===== src/common/meter_pkg.sv =====
// Shared types and constants for the remote settings and event-status block.
// Assumes an upstream message parser that hands over one decoded command per
// cycle and an upstream formatter that turns answer codes into text.
package meter_pkg;

  // ********************************************************************
  // Command codes delivered by the message parser
  // ********************************************************************
  typedef enum logic [4:0] {
    CMD_NONE      = 5'b00000,
    CMD_AUX_WR    = 5'b00001,
    CMD_AUX_RD    = 5'b00010,
    CMD_TERM_WR   = 5'b00011,
    CMD_TERM_RD   = 5'b00100,
    CMD_EDGE_WR   = 5'b00101,
    CMD_EDGE_RD   = 5'b00110,
    CMD_MODE_WR   = 5'b00111,
    CMD_MODE_RD   = 5'b01000,
    CMD_LEVEL_WR  = 5'b01001,
    CMD_LEVEL_RD  = 5'b01010,
    CMD_SLICE_RD  = 5'b01011,
    CMD_TC_WR     = 5'b01100,
    CMD_TC_RD     = 5'b01101,
    CMD_BAD_RD    = 5'b01110,
    CMD_FLAGS_RD  = 5'b01111,
    CMD_ENA_WR    = 5'b10000,
    CMD_ENA_RD    = 5'b10001,
    CMD_CLEAR     = 5'b10010,
    CMD_STORE     = 5'b10011,
    CMD_RECALL    = 5'b10100,
    CMD_POLL      = 5'b10101
  } cmd_code_type;

  // ********************************************************************
  // Setting encodings
  // ********************************************************************
  typedef enum logic {
    TERM_50 = 1'b0,
    TERM_1M = 1'b1
  } term_type;

  typedef enum logic [1:0] {
    EDGE_POS    = 2'b00,
    EDGE_NEG    = 2'b01,
    EDGE_EITHER = 2'b10
  } edge_type;

  typedef enum logic [1:0] {
    BAL_AUTO   = 2'b00,
    BAL_OFFSET = 2'b01,
    BAL_MANUAL = 2'b10
  } bal_mode_type;

  // Time constant: 0.03 s, 0.1 s, 0.3 s, 1 s.
  typedef enum logic [1:0] {
    TC_30MS  = 2'b00,
    TC_100MS = 2'b01,
    TC_300MS = 2'b10,
    TC_1S    = 2'b11
  } time_const_type;

  // ********************************************************************
  // Carriers
  // ********************************************************************
  typedef struct packed {
    logic         valid;
    cmd_code_type code;
    logic [15:0]  data;
    logic         decodeErr;
  } command_type;

  typedef struct packed {
    logic        valid;
    logic [15:0] data;
  } response_type;

  typedef struct packed {
    logic [3:0]     auxNibble;
    term_type       term;
    edge_type       edgeSel;
    bal_mode_type   balMode;
    logic [11:0]    offsetLevel;
    logic [11:0]    sliceLevel;
    time_const_type timeConst;
  } settings_type;

  // ********************************************************************
  // Field positions, limits and reset values
  // ********************************************************************
  localparam int IN_RANGE_BIT  = 0;
  localparam int BAD_INPUT_BIT = 1;
  localparam int EXEC_ERR_BIT  = 4;
  localparam int CMD_ERR_BIT   = 5;
  localparam int SUMMARY_BIT   = 5;
  localparam int SERVICE_BIT   = 6;

  localparam logic [7:0]  USED_FLAG_MASK = 8'h33;
  localparam logic [7:0]  FLAGS_RESET    = 8'h00;
  localparam logic [15:0] AUX_MAX        = 16'h000f;
  localparam logic [15:0] BYTE_MAX       = 16'h00ff;
  localparam logic [15:0] SLOT_FIRST     = 16'h0001;
  localparam logic [15:0] SLOT_LAST      = 16'h0004;
  localparam logic signed [15:0] LEVEL_MIN = 16'shf800;
  localparam logic signed [15:0] LEVEL_MAX = 16'sh07ff;
  localparam logic [11:0] LEVEL_RESET    = 12'h000;
  localparam logic [3:0]  AUX_RESET      = 4'h0;
  localparam int          SETUP_SLOTS    = 4;

endpackage


===== src/setup_memory.sv =====
// Small setup memory holding saved instrument settings, one word per slot.
// Assumes one clock; read data appear from a register one cycle after rdEn.
`timescale 1ns/1ns
`default_nettype none

module setup_memory #(
  parameter int WIDTH = 8,
  parameter int DEPTH = 4
) (
  input  wire logic                     ref_clk,
  input  wire logic                     rst,
  input  wire logic                     wrEn,
  input  wire logic                     rdEn,
  input  wire logic [$clog2(DEPTH)-1:0] addr,
  input  wire logic [WIDTH-1:0]         wrData,
  output logic      [WIDTH-1:0]         rdData
);

  logic [WIDTH-1:0] store [DEPTH];

  // ********************************************************************
  // Storage
  // ********************************************************************

  // Contents are not reset; a recall of an unwritten slot is undefined.
  always_ff @(posedge ref_clk) begin
    if (wrEn) begin
      store[addr] <= wrData;
    end
  end

  // Read data come from a register so the memory maps onto block RAM.
  always_ff @(posedge ref_clk or posedge rst) begin
    if (rst) begin
      rdData <= '0;
    end else if (rdEn) begin
      rdData <= store[addr];
    end
  end

endmodule

`default_nettype wire


===== src/meter_remote_settings_status.sv =====
// Remote settings and event-status logic of the measuring instrument.
// Assumes a parser that delivers decoded commands, and analogue-side
// status levels synchronous to ref_clk.
//
// Contract
// - Drive written value onto aux output nibble.
// - Nibble query returns the driven value.
// - Aux nibble saved and restored with settings.
// - Hold termination setting, 50 or 1M.
// - Hold trigger edge setting and apply it.
// - Hold three-state balance mode, report on query.
// - Accept level -2048..2047, store twelve bits.
// - Level writes ignored in automatic mode.
// - Level goes to offset or slice per mode.
// - Local mode keeps level until panel moves.
// - Slicer query returns reference level always.
// - Hold one of four time constants.
// - Bad-input query returns one when unmeasurable.
// - Decode errors set flag bit five.
// - Execution errors set flag bit four.
// - Missing signal or bad clock sets bit one.
// - Measured value at or below limit sets bit zero.
// - Flags and enables share one bit layout.
// - Flag query returns contents; clear empties flags.
// - Summary bit is OR of enabled flags.
// - Serial poll clears the service request bit.
`timescale 1ns/1ns
`default_nettype none

module meter_remote_settings_status
  import meter_pkg::*;
(
  input  wire logic          ref_clk,
  input  wire logic          rst,
  input  wire command_type   cmd,
  output logic               cmdReady,
  output response_type       resp,
  input  wire logic          remoteMode,
  input  wire logic          panelLevelMoved,
  input  wire logic [11:0]   panelLevel,
  input  wire logic [11:0]   sliceRef,
  input  wire logic          noSignal,
  input  wire logic          clockOutOfRange,
  input  wire logic          inRange,
  input  wire logic          rfIn,
  output logic               rfTrig,
  output logic [3:0]         auxOutputNibble,
  output settings_type       settings,
  output logic [7:0]         statusByte
);

  localparam int SLOT_W = $clog2(SETUP_SLOTS);
  localparam int SET_W  = $bits(settings_type);

  settings_type      settings_q;
  logic [7:0]        flags_q;
  logic [7:0]        flagEna_q;
  logic              service_q;
  logic              summaryPrev_q;
  response_type      resp_q;
  logic              rfPrev_q;
  logic              rfTrig_q;
  logic              recallLoad_q;
  logic [SLOT_W-1:0] slot;
  logic [SET_W-1:0]  memRead;
  logic              take;
  logic              dataOk;
  logic              cmdErr;
  logic              execErr;
  logic              summary;
  logic              badInput;
  logic [7:0]        flagEvents;

  // ********************************************************************
  // Elaboration checks
  // ********************************************************************

  // The slot decode assumes exactly the four documented setup slots.
  if (SETUP_SLOTS != 4) begin : gSlotCheck
    $error("setup memory must have four slots");
  end

  // ********************************************************************
  // Decode helpers
  // ********************************************************************

  // Range check of a write's data; reads and commands without data pass.
  function automatic logic inBounds(input cmd_code_type code,
                                    input logic [15:0] data);
    logic ok;
    ok = 1'b1;
    case (code)
      CMD_AUX_WR:   ok = (data <= AUX_MAX);
      CMD_TERM_WR:  ok = (data <= 16'h0001);
      CMD_EDGE_WR:  ok = (data <= 16'h0002);
      CMD_MODE_WR:  ok = (data <= 16'h0002);
      CMD_LEVEL_WR: ok = ($signed(data) >= LEVEL_MIN) &&
                         ($signed(data) <= LEVEL_MAX);
      CMD_TC_WR:    ok = (data <= 16'h0003);
      CMD_ENA_WR:   ok = (data <= BYTE_MAX);
      CMD_STORE,
      CMD_RECALL:   ok = (data >= SLOT_FIRST) && (data <= SLOT_LAST);
      default:      ok = 1'b1;
    endcase
    return ok;
  endfunction

  // Codes this block serves; anything else is an unsupported message.
  function automatic logic supported(input cmd_code_type code);
    logic ok;
    ok = 1'b0;
    case (code)
      CMD_NONE: ok = 1'b0;
      CMD_AUX_WR, CMD_AUX_RD, CMD_TERM_WR, CMD_TERM_RD, CMD_EDGE_WR,
      CMD_EDGE_RD, CMD_MODE_WR, CMD_MODE_RD, CMD_LEVEL_WR, CMD_LEVEL_RD,
      CMD_SLICE_RD, CMD_TC_WR, CMD_TC_RD, CMD_BAD_RD, CMD_FLAGS_RD,
      CMD_ENA_WR, CMD_ENA_RD, CMD_CLEAR, CMD_STORE, CMD_RECALL,
      CMD_POLL: ok = 1'b1;
      default:  ok = 1'b0;
    endcase
    return ok;
  endfunction

  // A write is acted on only when the command was taken, decoded cleanly
  // and its data were in bounds.
  function automatic logic doWrite(input cmd_code_type want);
    return take && !cmd.decodeErr && dataOk && (cmd.code == want);
  endfunction

  // ********************************************************************
  // Command acceptance and error classification
  // ********************************************************************

  // Recall needs a cycle for the memory read, so no command is taken then.
  assign cmdReady = !recallLoad_q;
  assign take     = cmd.valid && cmdReady;
  assign dataOk   = supported(cmd.code) && inBounds(cmd.code, cmd.data);
  assign cmdErr   = take && cmd.decodeErr;
  assign execErr  = take && !cmd.decodeErr && !dataOk;
  assign badInput = noSignal || clockOutOfRange;
  assign slot     = SLOT_W'(cmd.data - SLOT_FIRST);

  // ********************************************************************
  // Setup memory
  // ********************************************************************

  setup_memory #(
    .WIDTH (SET_W),
    .DEPTH (SETUP_SLOTS)
  ) uSetupMemory (
    .ref_clk (ref_clk),
    .rst     (rst),
    .wrEn    (doWrite(CMD_STORE)),
    .rdEn    (doWrite(CMD_RECALL)),
    .addr    (slot),
    .wrData  (settings_q),
    .rdData  (memRead)
  );

  // Marks the cycle in which recalled settings are loaded.
  always_ff @(posedge ref_clk or posedge rst) begin
    if (rst) begin
      recallLoad_q <= 1'b0;
    end else begin
      recallLoad_q <= doWrite(CMD_RECALL);
    end
  end

  // ********************************************************************
  // Settings
  // ********************************************************************

  // One process owns every setting; a rejected write never reaches it,
  // so the stored value stays as it was.
  always_ff @(posedge ref_clk or posedge rst) begin
    if (rst) begin
      settings_q.auxNibble   <= AUX_RESET;
      settings_q.term        <= TERM_50;
      settings_q.edgeSel     <= EDGE_POS;
      settings_q.balMode     <= BAL_AUTO;
      settings_q.offsetLevel <= LEVEL_RESET;
      settings_q.sliceLevel  <= LEVEL_RESET;
      settings_q.timeConst   <= TC_30MS;
    end else if (recallLoad_q) begin
      settings_q <= settings_type'(memRead);
    end else begin
      if (doWrite(CMD_AUX_WR)) begin
        settings_q.auxNibble <= cmd.data[3:0];
      end
      if (doWrite(CMD_TERM_WR)) begin
        settings_q.term <= term_type'(cmd.data[0]);
      end
      if (doWrite(CMD_EDGE_WR)) begin
        settings_q.edgeSel <= edge_type'(cmd.data[1:0]);
      end
      if (doWrite(CMD_MODE_WR)) begin
        settings_q.balMode <= bal_mode_type'(cmd.data[1:0]);
      end
      if (doWrite(CMD_TC_WR)) begin
        settings_q.timeConst <= time_const_type'(cmd.data[1:0]);
      end
      // Mode-steered level write; auto mode drops it.
      if (doWrite(CMD_LEVEL_WR)) begin
        case (settings_q.balMode)
          BAL_OFFSET: settings_q.offsetLevel <= cmd.data[11:0];
          BAL_MANUAL: settings_q.sliceLevel  <= cmd.data[11:0];
          default:    settings_q.offsetLevel <= settings_q.offsetLevel;
        endcase
      end else if (!remoteMode && panelLevelMoved) begin
        // Panel overrides level.
        // Only a panel move, a level write or a recall replaces it, so a remote value
        // survives the return to local control.
        case (settings_q.balMode)
          BAL_OFFSET: settings_q.offsetLevel <= panelLevel;
          BAL_MANUAL: settings_q.sliceLevel  <= panelLevel;
          default:    settings_q.offsetLevel <= settings_q.offsetLevel;
        endcase
      end
    end
  end

  assign settings        = settings_q;
  assign auxOutputNibble = settings_q.auxNibble;

  // ********************************************************************
  // Trigger edge on the signal input
  // ********************************************************************

  always_ff @(posedge ref_clk or posedge rst) begin
    if (rst) begin
      rfPrev_q <= 1'b0;
      rfTrig_q <= 1'b0;
    end else begin
      rfPrev_q <= rfIn;
      case (settings_q.edgeSel)
        EDGE_POS:    rfTrig_q <= rfIn && !rfPrev_q;
        EDGE_NEG:    rfTrig_q <= !rfIn && rfPrev_q;
        EDGE_EITHER: rfTrig_q <= rfIn ^ rfPrev_q;
        default:     rfTrig_q <= 1'b0;
      endcase
    end
  end

  assign rfTrig = rfTrig_q;

  // ********************************************************************
  // Event flags and enables
  // ********************************************************************

  // Only the used positions can ever be set.
  assign flagEvents = USED_FLAG_MASK & {2'b00,
                                        cmdErr,
                                        execErr,
                                        2'b00,
                                        badInput,
                                        inRange};

  // Level conditions are sampled each cycle.
  // Read or clear empties flags, but a same-cycle event still sets.
  always_ff @(posedge ref_clk or posedge rst) begin
    if (rst) begin
      flags_q <= FLAGS_RESET;
    end else if (take && !cmd.decodeErr &&
                 (cmd.code == CMD_CLEAR || cmd.code == CMD_FLAGS_RD)) begin
      flags_q <= flagEvents;
    end else begin
      flags_q <= flags_q | flagEvents;
    end
  end

  always_ff @(posedge ref_clk or posedge rst) begin
    if (rst) begin
      flagEna_q <= FLAGS_RESET;
    end else if (doWrite(CMD_ENA_WR)) begin
      flagEna_q <= cmd.data[7:0];
    end
  end

  // ********************************************************************
  // Status byte
  // ********************************************************************

  assign summary = |(flags_q & flagEna_q);

  // The service request latches on a rising summary so one event makes
  // one request, rather than re-raising while the summary stays high.
  // Poll clears the request; a new rise in that cycle wins.
  always_ff @(posedge ref_clk or posedge rst) begin
    if (rst) begin
      summaryPrev_q <= 1'b0;
      service_q     <= 1'b0;
    end else begin
      summaryPrev_q <= summary;
      if (summary && !summaryPrev_q) begin
        service_q <= 1'b1;
      end else if (take && !cmd.decodeErr && cmd.code == CMD_POLL) begin
        service_q <= 1'b0;
      end
    end
  end

  always_comb begin
    statusByte              = 8'h00;
    statusByte[SUMMARY_BIT] = summary;
    statusByte[SERVICE_BIT] = service_q;
  end

  // ********************************************************************
  // Query answers
  // ********************************************************************

  // Answers leave one cycle after the query as numeric codes; the
  // formatter adds the text, such as the hex marker on the nibble.
  always_ff @(posedge ref_clk or posedge rst) begin
    if (rst) begin
      resp_q <= '0;
    end else begin
      resp_q.valid <= 1'b0;
      resp_q.data  <= resp_q.data;
      if (take && !cmd.decodeErr) begin
        resp_q.valid <= 1'b1;
        case (cmd.code)
          CMD_AUX_RD:   resp_q.data <= {12'h000, settings_q.auxNibble};
          CMD_TERM_RD:  resp_q.data <= {15'h0000, settings_q.term};
          CMD_EDGE_RD:  resp_q.data <= {14'h0000, settings_q.edgeSel};
          CMD_MODE_RD:  resp_q.data <= {14'h0000, settings_q.balMode};
          CMD_LEVEL_RD: begin
            if (settings_q.balMode == BAL_MANUAL) begin
              resp_q.data <= {{4{settings_q.sliceLevel[11]}},
                              settings_q.sliceLevel};
            end else begin
              resp_q.data <= {{4{settings_q.offsetLevel[11]}},
                              settings_q.offsetLevel};
            end
          end
          CMD_SLICE_RD: resp_q.data <= {{4{sliceRef[11]}}, sliceRef};
          CMD_TC_RD:    resp_q.data <= {14'h0000, settings_q.timeConst};
          CMD_BAD_RD:   resp_q.data <= {15'h0000, badInput};
          CMD_FLAGS_RD: resp_q.data <= {8'h00, flags_q};
          CMD_ENA_RD:   resp_q.data <= {8'h00, flagEna_q};
          CMD_POLL:     resp_q.data <= {8'h00, statusByte};
          default:      resp_q.valid <= 1'b0;
        endcase
      end
    end
  end

  assign resp = resp_q;

endmodule

`default_nettype wire


===== config.mk =====
export PLATFORM = sky130hd
export DESIGN_NAME = meter_remote_settings_status
export DESIGN_NICKNAME = d
export VERILOG_FILES = /design/src/common/meter_pkg.sv /design/src/setup_memory.sv /design/src/meter_remote_settings_status.sv
export SDC_FILE = /design/constraint.sdc
export NUM_CORES = 1
export LEC_CHECK = 0
export ABC_AREA = 1
export BUFFER_PORTS_ARGS = -buffer_cell sky130_fd_sc_hd__buf_4
export CORE_MARGIN = 3
export CORE_UTILIZATION = 30
export CTS_CLUSTER_DIAMETER = 40
export DETAILED_ROUTE_END_ITERATION = 12
export PLACE_DENSITY_LB_ADDON = 0.2
export SYNTH_ARGS = -nofsm -noshare
export SYNTH_HDL_FRONTEND = slang
export SYNTH_SLANG_ARGS = --single-unit

===== constraint.sdc =====
create_clock -name ref_clk -period 7.95 [get_ports ref_clk]
set_input_delay 1.59 -clock ref_clk [delete_from_list [all_inputs] [get_ports ref_clk]]
set_output_delay 1.59 -clock ref_clk [all_outputs]
set_load 0.01 [all_outputs]

==> impl_metrics.csv <==
group,metric,value,unit
timing,setup-tns-final,0,ns
detailed_routing,routed_via_density,4.87,
detailed_routing,first_pass_iters,5,
timing,final.setup_skew,0.0214,ns
detailed_routing,routed.top_layer,"met4",
clock_network,cts_buffer_depth,3,
grt,antenna_found_initial,0,
floorplanning,dieArea,0.0382,mm^2
placed_design,hpwlAfterDp,22100,um
clock_network,cts_tree,"done",
clock_network,cts_buffers,40,
timing,tightestPinTransition,1.20,ns
timing,fin_hold_ws,0.479,ns
clock_network,post_cts_resized,0,
final_layout,final_core_util,38.2,%
power_and_ir_drop,worst_ir_drop_vdd,0.147,mV
critical_path,worstSetupStartpointType,"input port",
power_and_ir_drop,p_per_area,279,mW/mm^2
synthesis,ys_types,44,
detailed_routing,drtIter0Drc,631,
timing,min_period,4.75,ns
synthesis,ys_seq_area_share,62.2,%
placed_design,placement.io_buffers,114,
synthesis,netlist_area,0.0108,mm^2
final_layout,synthToLayoutAreaGrowth,24.0,%
synthesis,ys.flop_type,"edfxtp_1",
critical_path,path_class,"input port to flop",
detailed_routing,wl_per_cell,19.5,um
placed_design,gp_congestion,0.884,
power_and_ir_drop,p_leak,5.74,nW
critical_path,cp.arrival,4.87,ns
grt,grt_pass1_vias,8077,
timing,finalSetupViolCount,0,
synthesis,postSynthCellCount,1106,
final_layout,drive_gt1_share,18.6,%
timing,final-max-slew-violation-count,0,
detailed_routing,wl,33100,um
run,cap_violations,0,
outcome,outcome,"complete, no violations",
final_layout,fin_nets,1275,
floorplanning,die_h,196,um
final_layout,layout_common_cells,"286 x nand2_1, 140 x edfxtp_1, 137 x nor2_1, 131 x o21ai_0, 124 x buf_4",
timing,hold_viol,0,
synthesis,ys_warn_count,0,
clock_network,insertion_delay,0.52,ns
timing,clock.fmax,211,MHz
floorplanning,core,0.0350,mm^2
clock_network,cts_sinks,240,
clock_network,ctsHoldBuffers,0,
detailed_routing,vias,8279,
detailed_routing,routed-wl-met3,2110,um
detailed_routing,detail-route-antenna-nets,0,
clock_network,htree_num_levels,2,
critical_path,end_kind,"flop",
final_layout,fin_cells,1700,
grt,grt-ovfl-total,0,
critical_path,cp_max_fo,73,
synthesis,async_reset_ff_share,41.7,%
grt,grt_pass1_wl,50500,um
synthesis,synth_top_area_cell,"edfxtp_1",
min_path,hold_path.class,"flop to flop",
synthesis,synth_edf_count,140,
clock_network,clk_pin_slew_worst_paths,0.05,ns
critical_path,worst-endpoint-required,8.07,ns
floorplanning,pin_count,121,
clock_network,cts_setup_buffers,0,
final_layout,antennaDiodeCount,0,
timing,fin_crit_sh,59.7,%
synthesis,synth.top_cell.area_share,39.0,%
detailed_routing,drc,0,
timing,rsz0062_at_grt,"no",
grt,grt_max_degree,74,
floorplanning,rows,68,
floorplanning,die_w,196,um
power_and_ir_drop,finalPower,3.73,mW
synthesis,synthTopCellsByArea,"edfxtp_1 39%, dfrtp_1 23%, nand2_1 10%, o21ai_0 6.1%, nor2_1 4.9%",
detailed_routing,met1_length,16300,um
synthesis,syn_area_per_cell,9.74,um^2
floorplanning,start_util,30.8,%
timing,slew_headroom,20.1,%
final_layout,final_common_cell,"nand2_1",
detailed_routing,wl_met2,14000,um
clock_network,cts_root_buffer,"clkbuf_16",
placed_design,placedCellCount,1626,
grt,track_usage,17.1,%
synthesis,synth_seq_cells,240,
cells by family (layout without fill, tap and decap cells):
| kind of cell | after synthesis | in the layout | share of synthesized area (%) |
|---|---|---|---|
| flops | 240 | 240 | 62.2 |
| other cells | 1 | 6 | 0.0348 |
| fa+ha+maj | 7 | 7 | 0.813 |
| simple gates | 511 | 511 | 20.1 |
| compound gates | 210 | 210 | 11.1 |
| buf+inv | 137 | 271 | 5.71 |
cell type report:
type	count	area [um^2]
multi-input cells	734	3500
repair buffers	124	931
inverters	73	282
fillers	3446	21600
clock inverters	24	294
clock buffers	50	1080
flip-flops and latches	240	6710
well taps	455	569
critical path, cell delays in order:
cell and delay, ns:
buf_4 0.55, inv_2 0.15, ha_1 0.25, nand3_1 0.09, nand3_1 0.09, nand3_2 0.09, nand2_2 0.08, a21oi_4 0.23
nand2_4 0.27, or2_2 0.49, nor2_4 0.91
metal layers:
layer	global-route usage [%]	vias up
li1	-	3950
met1	25.9	3988
met2	24.8	295
met3	3.19	46
met4	4.81	0
met5	0	-
worst paths after layout:
path,start,to,slack (ns),cells past startpoint
setup / recovery,cmd[1],uSetupMemory.store[3][9]$_DFFE_PP_,3.20,11
hold / removal,summaryPrev_q$_DFF_PP0_,service_q$_DFFE_PP0P_,0.48,3
setup reg to reg,recallLoad_q$_DFF_PP0_,uSetupMemory.store[3][9]$_DFFE_PP_,4.78,6
hold reg to reg,summaryPrev_q$_DFF_PP0_,service_q$_DFFE_PP0P_,0.48,3
max in group asynchronous,rst,settings[14]$_DFFE_PP0P_,5.62,3
min in group asynchronous,rst,settings[19]$_DFFE_PP0P_,1.19,2
report_power, final:
part	internal [mW]	switching [mW]
Sequential	1.43	0.122
Combinational	0.160	0.244
Clock	1.14	0.633
Total	2.73	1.00
state kept, by name (all words and copies together), names as in the netlist, 4 cells and up:
name                 flops
resp                    13
uSetupMemory.rdData     35
settings                31
auxOutputNibble          4
flags_q                  4
uSetupMemory.store     140
flagEna_q                8
synthesized netlist by cell type, types with 2 or more instances:
cell       instances
nand3_2            4
o211ai_1           4
nor2_4             5
o21ai_0          131
o2111ai_1          2
inv_2              8
nand2_1          286
buf_4             18
clkbuf_1          37
nand4_1            7
buf_6              3
a32o_1             2
dfrtp_1          100
nand3_1           35
nand3_4            2
nor3_1            13
o22ai_1           37
edfxtp_1         140
buf_2              5
nor2_2             5
inv_1             62
o221ai_1           3
nand2_2            4
a21oi_4            2
inv_4              2
nor2_1           141
a211oi_1           2
nand2_4            4
a22o_1             2
a221oi_1           4
a21oi_1           17
ha_1               7
through the flow:
stage / area, um^2 / setup WS [ns]
after floorplan: 10800 / 2.60
after global placement: 12000 / 2.70
after detailed placement: 12000 / 2.62
after CTS: 13400 / 3.14
after global routing: 13400 / 2.91
final: 13400 / 3.20
No activity file was read; power rests on OpenSTA's default activity.
